## src/hw/stpo_consts.svh

```systemverilog
// constants for the scheduled payload offset block
`ifndef STPO_CONSTS_SVH
`define STPO_CONSTS_SVH
`define STPO_NUM_OUTPUTS 4
`define STPO_SEL_W 2
`define STPO_OFS_W 25
`define STPO_UNIT_W 3
`define STPO_IMM_MAX 25'h098967F
`define STPO_SCH_MAX 25'h001869F
`define STPO_OFS_RESET 25'h0000000
`define STPO_UNIT_RESET 3'h0
`endif

```

## src/hw/stpo_pkg.sv

```systemverilog
// types for the scheduled payload offset block
`include "stpo_consts.svh"
package stpo_pkg;
   typedef struct packed {
      logic [5:0] sec;
      logic [5:0] min;
      logic [4:0] hour;
   } stpo_time_t;
   typedef struct packed {
      logic [13:0] year;
      logic [3:0] month;
      logic [4:0] day;
   } stpo_date_t;
   typedef struct packed {
      logic signed [`STPO_OFS_W-1:0] value;
      logic [`STPO_UNIT_W-1:0] unit;
   } stpo_offset_t;
   typedef struct packed {
      stpo_offset_t pending;
      stpo_offset_t applied;
      stpo_time_t schedTime;
      stpo_date_t schedDate;
      logic armed;
      logic immFlag;
   } stpo_chan_t;
   typedef struct packed {
      stpo_chan_t [`STPO_NUM_OUTPUTS-1:0] chan;
      stpo_offset_t viewOfs;
      logic viewArm;
      logic viewImm;
      logic [`STPO_NUM_OUTPUTS-1:0] appliedPulse;
      stpo_offset_t [`STPO_NUM_OUTPUTS-1:0] payloadOfs;
   } stpo_state_t;
endpackage

```

## src/hw/stpo_top.sv

```systemverilog
// per-output scheduled and immediate payload offset control
// How it works
// - each output keeps its own settings; selector picks one for access
// - immediate pending offset accepted in -9999999..+9999999 with unit
// - pending writes made while armed are limited to -99999..+99999 with unit
// - immediate flag On copies pending offset into selected payload field
// - while armed, immediate flag is forced off and ignored
// - each output holds scheduled time h:m:s and date y:m:d
// - armed and schedule reached: apply pending, then clear arm itself
// - read-only applied view follows pending after scheduled apply
// - clearing immediate flag keeps offset; only applying zero removes it
// - configuring schedule settings disables immediate mechanism
// - offset goes into offset field of the outgoing payload
`timescale 1ns/100ps
`include "stpo_consts.svh"
module stpo_top #(
   parameter int NUM_OUTPUTS = `STPO_NUM_OUTPUTS
) (
   input wire logic clk, // 100 MHz clock
   input wire logic reset_n, // async reset, active low
   input wire logic [`STPO_SEL_W-1:0] outputSelector, // output being accessed
   input wire logic [NUM_OUTPUTS-1:0] outputEnable, // per output enable
   input wire logic pendingWrite, // pulse: write pending offset
   input wire stpo_pkg::stpo_offset_t pendingOffsetValue, // offset and unit
   input wire logic immFlagWrite, // pulse: write immediate flag
   input wire logic immediateApplyFlag, // immediate flag value
   input wire logic schedWrite, // pulse: write schedule time and date
   input wire stpo_pkg::stpo_time_t scheduledApplyTime, // apply time
   input wire stpo_pkg::stpo_date_t scheduledApplyDate, // apply date
   input wire logic armWrite, // pulse: write arm flag
   input wire logic scheduledApplyArm, // arm flag value
   input wire stpo_pkg::stpo_time_t localTime, // local time, same clock
   input wire stpo_pkg::stpo_date_t localDate, // local date, same clock
   output stpo_pkg::stpo_offset_t appliedOffsetView, // applied offset, selected output
   output logic armView, // arm flag, selected output
   output logic immView, // immediate flag, selected output
   output logic [NUM_OUTPUTS-1:0] offsetApplied, // pulse per output on apply
   output stpo_pkg::stpo_offset_t [NUM_OUTPUTS-1:0] auxTimePayloadOffset // payload fields
);
   typedef struct packed {
      stpo_pkg::stpo_chan_t [NUM_OUTPUTS-1:0] chan;
      stpo_pkg::stpo_offset_t viewOfs;
      logic viewArm;
      logic viewImm;
      logic [NUM_OUTPUTS-1:0] appliedPulse;
      stpo_pkg::stpo_offset_t [NUM_OUTPUTS-1:0] payloadOfs;
   } stpo_st_t;
   // every flop of the block lives in this one struct
   stpo_st_t state_reg;
   stpo_st_t state_next;
   logic [NUM_OUTPUTS-1:0] sel;
   logic [NUM_OUTPUTS-1:0] reached;
   logic [NUM_OUTPUTS-1:0] fireNow;
   logic inRangeImm;
   logic inRangeSch;
   logic signed [`STPO_OFS_W-1:0] pv;
   assign pv = pendingOffsetValue.value;
   assign inRangeImm = (pv <= $signed(`STPO_IMM_MAX)) && (pv >= -$signed(`STPO_IMM_MAX));
   // scheduled range check
   // the limit follows the arm state at write time, not at the firing
   assign inRangeSch = (pv <= $signed(`STPO_SCH_MAX)) && (pv >= -$signed(`STPO_SCH_MAX));
   genvar g;
   generate
      for (g = 0; g < NUM_OUTPUTS; g++) begin : gen_chan
         assign sel[g] = (outputSelector == `STPO_SEL_W'(g));
         // one-second compare
         // exact match only: a local clock that skips this second misses the schedule
         assign reached[g] = (localTime == state_reg.chan[g].schedTime) &&
                             (localDate == state_reg.chan[g].schedDate);
         assign fireNow[g] = state_reg.chan[g].armed && reached[g];
      end
   endgenerate
   ////////////////////////////////////////////////////////////////////////
   always_comb begin
      state_next = state_reg;
      // pulses stand for one cycle only
      state_next.appliedPulse = '0;
      for (int i = 0; i < NUM_OUTPUTS; i++) begin
         // writes to a disabled output are dropped; enabling first is the caller's job
         // gate on output enable
         if (sel[i] && outputEnable[i]) begin
            if (pendingWrite) begin
               if (state_reg.chan[i].armed ? inRangeSch : inRangeImm) begin
                  state_next.chan[i].pending = pendingOffsetValue;
               end
            end
            if (schedWrite) begin
               state_next.chan[i].schedTime = scheduledApplyTime;
               state_next.chan[i].schedDate = scheduledApplyDate;
               state_next.chan[i].immFlag = 1'b0;
            end
            if (armWrite) begin
               state_next.chan[i].armed = scheduledApplyArm;
               if (scheduledApplyArm) begin
                  state_next.chan[i].immFlag = 1'b0;
               end
            end
            // an arm-on or schedule write in the same cycle beats the immediate write
            // ignore immediate while armed
            if (immFlagWrite && !state_reg.chan[i].armed && !schedWrite && !(armWrite && scheduledApplyArm)) begin
               state_next.chan[i].immFlag = immediateApplyFlag;
            end
         end
         // the flag stays on, so later pending writes reach the payload too
         // immediate apply follows pending while flag is on
         if (state_reg.chan[i].immFlag && !state_reg.chan[i].armed) begin
            state_next.chan[i].applied = state_reg.chan[i].pending;
            state_next.payloadOfs[i] = state_reg.chan[i].pending;
            state_next.appliedPulse[i] = state_reg.chan[i].applied != state_reg.chan[i].pending;
         end
         if (fireNow[i]) begin
            state_next.chan[i].applied = state_reg.chan[i].pending;
            state_next.payloadOfs[i] = state_reg.chan[i].pending;
            state_next.chan[i].armed = 1'b0;
            state_next.appliedPulse[i] = 1'b1;
         end
      end
      // views lag one edge so each output comes straight from a flop
      state_next.viewOfs = state_reg.chan[outputSelector].applied;
      state_next.viewArm = state_reg.chan[outputSelector].armed;
      state_next.viewImm = state_reg.chan[outputSelector].immFlag;
   end
   // async clear only; the whole struct reloads on every edge
   always_ff @(posedge clk or negedge reset_n) begin
      if (!reset_n) begin
         state_reg <= '0;
      end else begin
         state_reg <= state_next;
      end
   end
   // every output is a bit of the state flops
   assign appliedOffsetView = state_reg.viewOfs;
   assign armView = state_reg.viewArm;
   assign immView = state_reg.viewImm;
   assign offsetApplied = state_reg.appliedPulse;
   assign auxTimePayloadOffset = state_reg.payloadOfs;
   ////////////////////////////////////////////////////////////////////////
   // per-output checks, so whichever outputs a test touches get watched
   genvar c;
   generate
      for (c = 0; c < NUM_OUTPUTS; c++) begin : gen_chk
         AST_DISARM: assert property (@(posedge clk) disable iff (!reset_n)
            fireNow[c] |=> !state_reg.chan[c].armed && offsetApplied[c])
            else $error("arm not cleared after scheduled apply");
         AST_SCHED_VAL: assert property (@(posedge clk) disable iff (!reset_n)
            fireNow[c] |=> auxTimePayloadOffset[c] == $past(state_reg.chan[c].pending))
            else $error("payload offset not pending after schedule");
         AST_VIEW: assert property (@(posedge clk) disable iff (!reset_n)
            offsetApplied[c] && sel[c] |=> appliedOffsetView == $past(auxTimePayloadOffset[c]))
            else $error("applied view stale");
         AST_IMM_OFF: assert property (@(posedge clk) disable iff (!reset_n)
            state_reg.chan[c].armed |-> !state_reg.chan[c].immFlag)
            else $error("immediate flag set while armed");
         AST_IMM_APPLY: assert property (@(posedge clk) disable iff (!reset_n)
            state_reg.chan[c].immFlag && !state_reg.chan[c].armed |=>
               auxTimePayloadOffset[c] == $past(state_reg.chan[c].pending))
            else $error("immediate apply missed");
         AST_KEEP: assert property (@(posedge clk) disable iff (!reset_n)
            !state_reg.chan[c].immFlag && !fireNow[c] |=> $stable(auxTimePayloadOffset[c]))
            else $error("offset changed without apply");
         AST_SCH_CLR_IMM: assert property (@(posedge clk) disable iff (!reset_n)
            schedWrite && sel[c] && outputEnable[c] |=> !state_reg.chan[c].immFlag)
            else $error("schedule write left immediate on");
         AST_RANGE: assert property (@(posedge clk) disable iff (!reset_n)
            pendingWrite && sel[c] && outputEnable[c] && !inRangeImm |=> $stable(state_reg.chan[c].pending))
            else $error("out of range offset accepted");
         AST_ENABLE: assert property (@(posedge clk) disable iff (!reset_n)
            pendingWrite && sel[c] && !outputEnable[c] |=> $stable(state_reg.chan[c].pending))
            else $error("disabled output took a write");
         AST_RANGE_SCH: assert property (@(posedge clk) disable iff (!reset_n)
            pendingWrite && sel[c] && outputEnable[c] && state_reg.chan[c].armed && !inRangeSch |=>
               $stable(state_reg.chan[c].pending))
            else $error("scheduled offset out of range accepted");
         AST_ONCE: assert property (@(posedge clk) disable iff (!reset_n)
            !state_reg.chan[c].armed && !state_reg.chan[c].immFlag |=> !offsetApplied[c])
            else $error("offset applied with nothing armed");
         AST_SCHED_STORE: assert property (@(posedge clk) disable iff (!reset_n)
            schedWrite && sel[c] && outputEnable[c] |=> state_reg.chan[c].schedTime == $past(scheduledApplyTime) &&
               state_reg.chan[c].schedDate == $past(scheduledApplyDate))
            else $error("schedule not stored");
         AST_PEND_STORE: assert property (@(posedge clk) disable iff (!reset_n)
            pendingWrite && sel[c] && outputEnable[c] && !state_reg.chan[c].armed && inRangeImm |=>
               state_reg.chan[c].pending == $past(pendingOffsetValue))
            else $error("valid pending offset not stored");
         AST_IMM_IGNORE: assert property (@(posedge clk) disable iff (!reset_n)
            immFlagWrite && sel[c] && state_reg.chan[c].armed |=> !state_reg.chan[c].immFlag)
            else $error("immediate flag taken while armed");
         AST_IMM_GATE: assert property (@(posedge clk) disable iff (!reset_n)
            immFlagWrite && sel[c] && !outputEnable[c] |=> $stable(state_reg.chan[c].immFlag))
            else $error("disabled output took a flag write");
      end
   endgenerate
   ////////////////////////////////////////////////////////////////////////
   // main scenarios: scheduled firing, immediate tracking, arming, refusals
   COV_SCHED: cover property (@(posedge clk) disable iff (!reset_n) |fireNow);
   COV_IMM: cover property (@(posedge clk) disable iff (!reset_n) state_reg.viewImm && |offsetApplied);
   COV_ARM: cover property (@(posedge clk) disable iff (!reset_n) armWrite && scheduledApplyArm);
   COV_REFUSED: cover property (@(posedge clk) disable iff (!reset_n) pendingWrite && inRangeImm && !inRangeSch);
   COV_DISABLED: cover property (@(posedge clk) disable iff (!reset_n) pendingWrite && !(|(sel & outputEnable)));
endmodule

```

## config.mk

```make
export PLATFORM = sky130hd
export DESIGN_NAME = stpo_top
export DESIGN_NICKNAME = d
export VERILOG_FILES = /design/src/hw/stpo_pkg.sv /design/src/hw/stpo_top.sv
export VERILOG_INCLUDE_DIRS = /design/src /design/src/hw
export SDC_FILE = /design/constraint.sdc
export NUM_CORES = 1
export LEC_CHECK = 0
export BUFFER_PORTS_ARGS = -buffer_cell sky130_fd_sc_hd__buf_2
export CORE_UTILIZATION = 40
export CTS_BUF_LIST = sky130_fd_sc_hd__clkbuf_8
export DETAILED_ROUTE_END_ITERATION = 8
export GPL_TIMING_DRIVEN = 0
export HOLD_SLACK_MARGIN = 0.03
export SLEW_MARGIN = 20
export SYNTH_ARGS = -nofsm -noshare
export SYNTH_HDL_FRONTEND = slang
export SYNTH_SLANG_ARGS = --single-unit
```

## constraint.sdc

```tcl
create_clock -name clk -period 2.1 [get_ports clk]
set_input_delay 0.42 -clock clk [delete_from_list [all_inputs] [get_ports clk]]
set_output_delay 0.42 -clock clk [all_outputs]
set_load 0.02 [all_outputs]
```

==> out/summary.txt <==
Outcome - finished, violations left
Failing checks - negative setup slack
Worst Reg2Reg Path Length in Cells - 8
End of the critical path - auxTimePayloadOffset[12]$_DFFE_PN0P_
Critical-path top delay cell - nor4_4
H-tree depth - 3
Setup violators final - 224
Filler cells - 4417
HP Class - in -> reg
WP data required - 2.63 ns
Startpoint class of the critical path - flip-flop
Clock slew at reported path FFs - 0.06 ns
Max Fclk - 405 MHz
Critical Path Source - state_reg[172]$_DFFE_PN0P_
Final Hold Viols - 0
# rows - 83
Core Util, Final - 52.7%
Pin count of the biggest net entering global routing - 86
Pre-Repair DR Iteration Count - 5
Yosys top cell by area - dfrtp_1
Post-synth EDFFs - 0
Max Transition Viols Final - 0
Design area - 27300 sq um
Fin nets - 2098
Port-buffer cells - 257
Peak VDD IR - 0.468 mV
Area grow syn2layout - 29.0%
Yosys warns - 0
Max FFs per register - 280
Worst setup margin - -0.369 ns
Synth top area share - 50.3%
Max_slew headroom - 26.8%
Overflow after GRT - 0
CTS tree - built
Reg-to-reg startpoint - state_reg[172]$_DFFE_PN0P_
Top cell by count, worst path - buf_12
CP cell instances - xor2_1, nor4_1, nand3_1, nor4_4, a21o_4, buf_12, buf_12, mux2_4
Total negative slack - -52.10 ns
Routed len/inst - 23.9 um
Most frequent cell after synthesis - dfrtp_1
Clk buf depth - 3
Leak pwr - 13.1 nW
Dpl ws - -1.25 ns
Routed WL - 64800 um
Synth area leaders - dfrtp_1 50%, mux2_2 16%, xor2_1 5.8%
Vias per cell - 5.19
Synth cell count leaders - 426 x dfrtp_1, 303 x mux2_2, 144 x buf_4
Power Density - 1200 nW/um^2
Worst r2r dst - auxTimePayloadOffset[12]$_DFFE_PN0P_
Post-Syn Nets - 1663
TritonCTS buffer count - 75
Global-route wire length before repair - 94800 um
CP delay by family, top - simple AND/OR/NAND/NOR gates
Crit end category - flip-flop
Synthesis-stage register bit count - 426
R2R Setup Slk - -0.37 ns
Post-DP HPWL - 45200 um
Cell Area, Synth - 21200 sq um
Final min period - 2.47 ns
Vias in the first global route - 14300
Clk_skew - 0.0381 ns
Post-route ant nets - 0
Vias - 14100
DIE AREA - 53900 sq um
Synth Flop Type - dfrtp_1
Number of buffers and inverters on the critical path - 2
Netlist cell types - 57
Crit path kind - reg -> reg
Core box area - 51800 sq um
Die X-Extent - 232 um
Iteration-0 DRC Markers - 850
Final worst-path cycle share - 118%
DP Area - 23600 sq um
Die height - 232 um
CP Depth - 8
Arr. time, crit path - 3.00 ns
Post-synthesis sequential area ratio - 50.3%
Total power - 32.9 mW
Post-synth ARST share - 100%
MaxCap Viol Count - 0
Layout cells sized above 1 - 53.5%
Post-Synthesis Cells - 1541
Initial antenna violation count - 7
Post-Syn Area per Cell - 13.7 sq um
CTS root buf - clkbuf_8
Worst-margin pin slew - 1.10 ns
Worst path max stage delay - 0.40 ns
Worst-Skew Late Latency - 0.67 ns
# IOs - 268
RSZ-0062 raised after global routing - yes
DRC viols - 0
Gpl congestion - 0.892
GRT Total Usage - 24.2%
Initial Util - 40.9%
Crit-path max FO - 10
Clock Sink Count - 426
per-stage QoR:
stage	instances	hold slack [ns]
6_report	2708	0.0720
5_1_grt	2708	0.0327
4_1_cts	2702	0.0310
3_5_place_dp	2483	0.343
3_3_place_gp	2478	0.490
2_1_floorplan	1541	0.124
worst min path at each step:
| stage | start | end | depth (start not counted) |
|---|---|---|---|
| 2_1_floorplan | reset_n | appliedOffsetView[0]$_DFF_PN0_ | 0 |
| 3_3_place_gp | state_reg[346]$_DFFE_PN0P_ | state_reg[346]$_DFFE_PN0P_ | 1 |
| 3_5_place_dp | reset_n | appliedOffsetView[24]$_DFF_PN0_ | 1 |
| 4_1_cts | pendingOffsetValue[25] | state_reg[437]$_DFFE_PN0P_ | 2 |
| 5_1_grt | pendingOffsetValue[25] | state_reg[437]$_DFFE_PN0P_ | 2 |
| 6_report | pendingOffsetValue[25] | state_reg[437]$_DFFE_PN0P_ | 2 |
cell families (layout without fill, tap and decap cells):
group,after synthesis,in the layout,share of synthesized area (%)
flops,426,426,50.3
mux,413,413,25.0
xor+xnor,264,264,10.9
buf+inv,212,697,6.90
simple gates,167,167,4.59
compound gates,59,59,2.30
other cells,0,2,0
final cells by class:
cell class / instances / area [sq um] / area share [%]
Antenna cell: 2 / 5.00 / 0.0183
Buffer: 196 / 1570 / 5.74
Clock buffer: 95 / 1310 / 4.79
Clock inverter: 32 / 225 / 0.824
Inverter: 14 / 52.6 / 0.192
Multi-Input combinational cell: 903 / 9890 / 36.2
Sequential cell: 426 / 10700 / 39.0
Tap cell: 680 / 851 / 3.11
Timing Repair Buffer: 360 / 2750 / 10.1
power by group:
part           switching, mW  total, mW  internal, mW
registers               2.58       13.2          10.6
clock network           3.53       7.95          4.42
logic                   5.38       11.7          6.35
repair_timing:
item	CTS	global route
endpoints found under the setup margin	249	248
setup buffers	41	14
gates cloned	12	3
hold endpoints to repair	204	0
gates resized for setup	191	44
hold buffers	41	0
pin swaps	26	36
placed cells by master (no fill, tap or decap), types with 21 or more instances in the layout:
master,netlist,layout
nand4_1,42,42
mux2_4,80,167
clkbuf_1,28,21
buf_2,10,256
dlygate4sd3_1,0,41
mux2_2,303,216
buf_12,6,28
xor2_1,140,137
mux4_2,30,30
clkbuf_8,0,96
buf_4,144,153
xnor2_1,124,101
dfrtp_1,426,422
buf_6,2,22
inv_1,14,37
layer usage:
| layer | vias to the layer above | global-route usage [%] | routed length (um) |
|---|---|---|---|
| li1 | 6189 | - | - |
| met1 | 7299 | 33.7 | 29300 |
| met2 | 455 | 37.9 | 29700 |
| met3 | 114 | 5.30 | 4070 |
| met4 | 6 | 6.99 | 1770 |
| met5 | - | 0 | 29 |
Power figures use the tool's default switching activity.
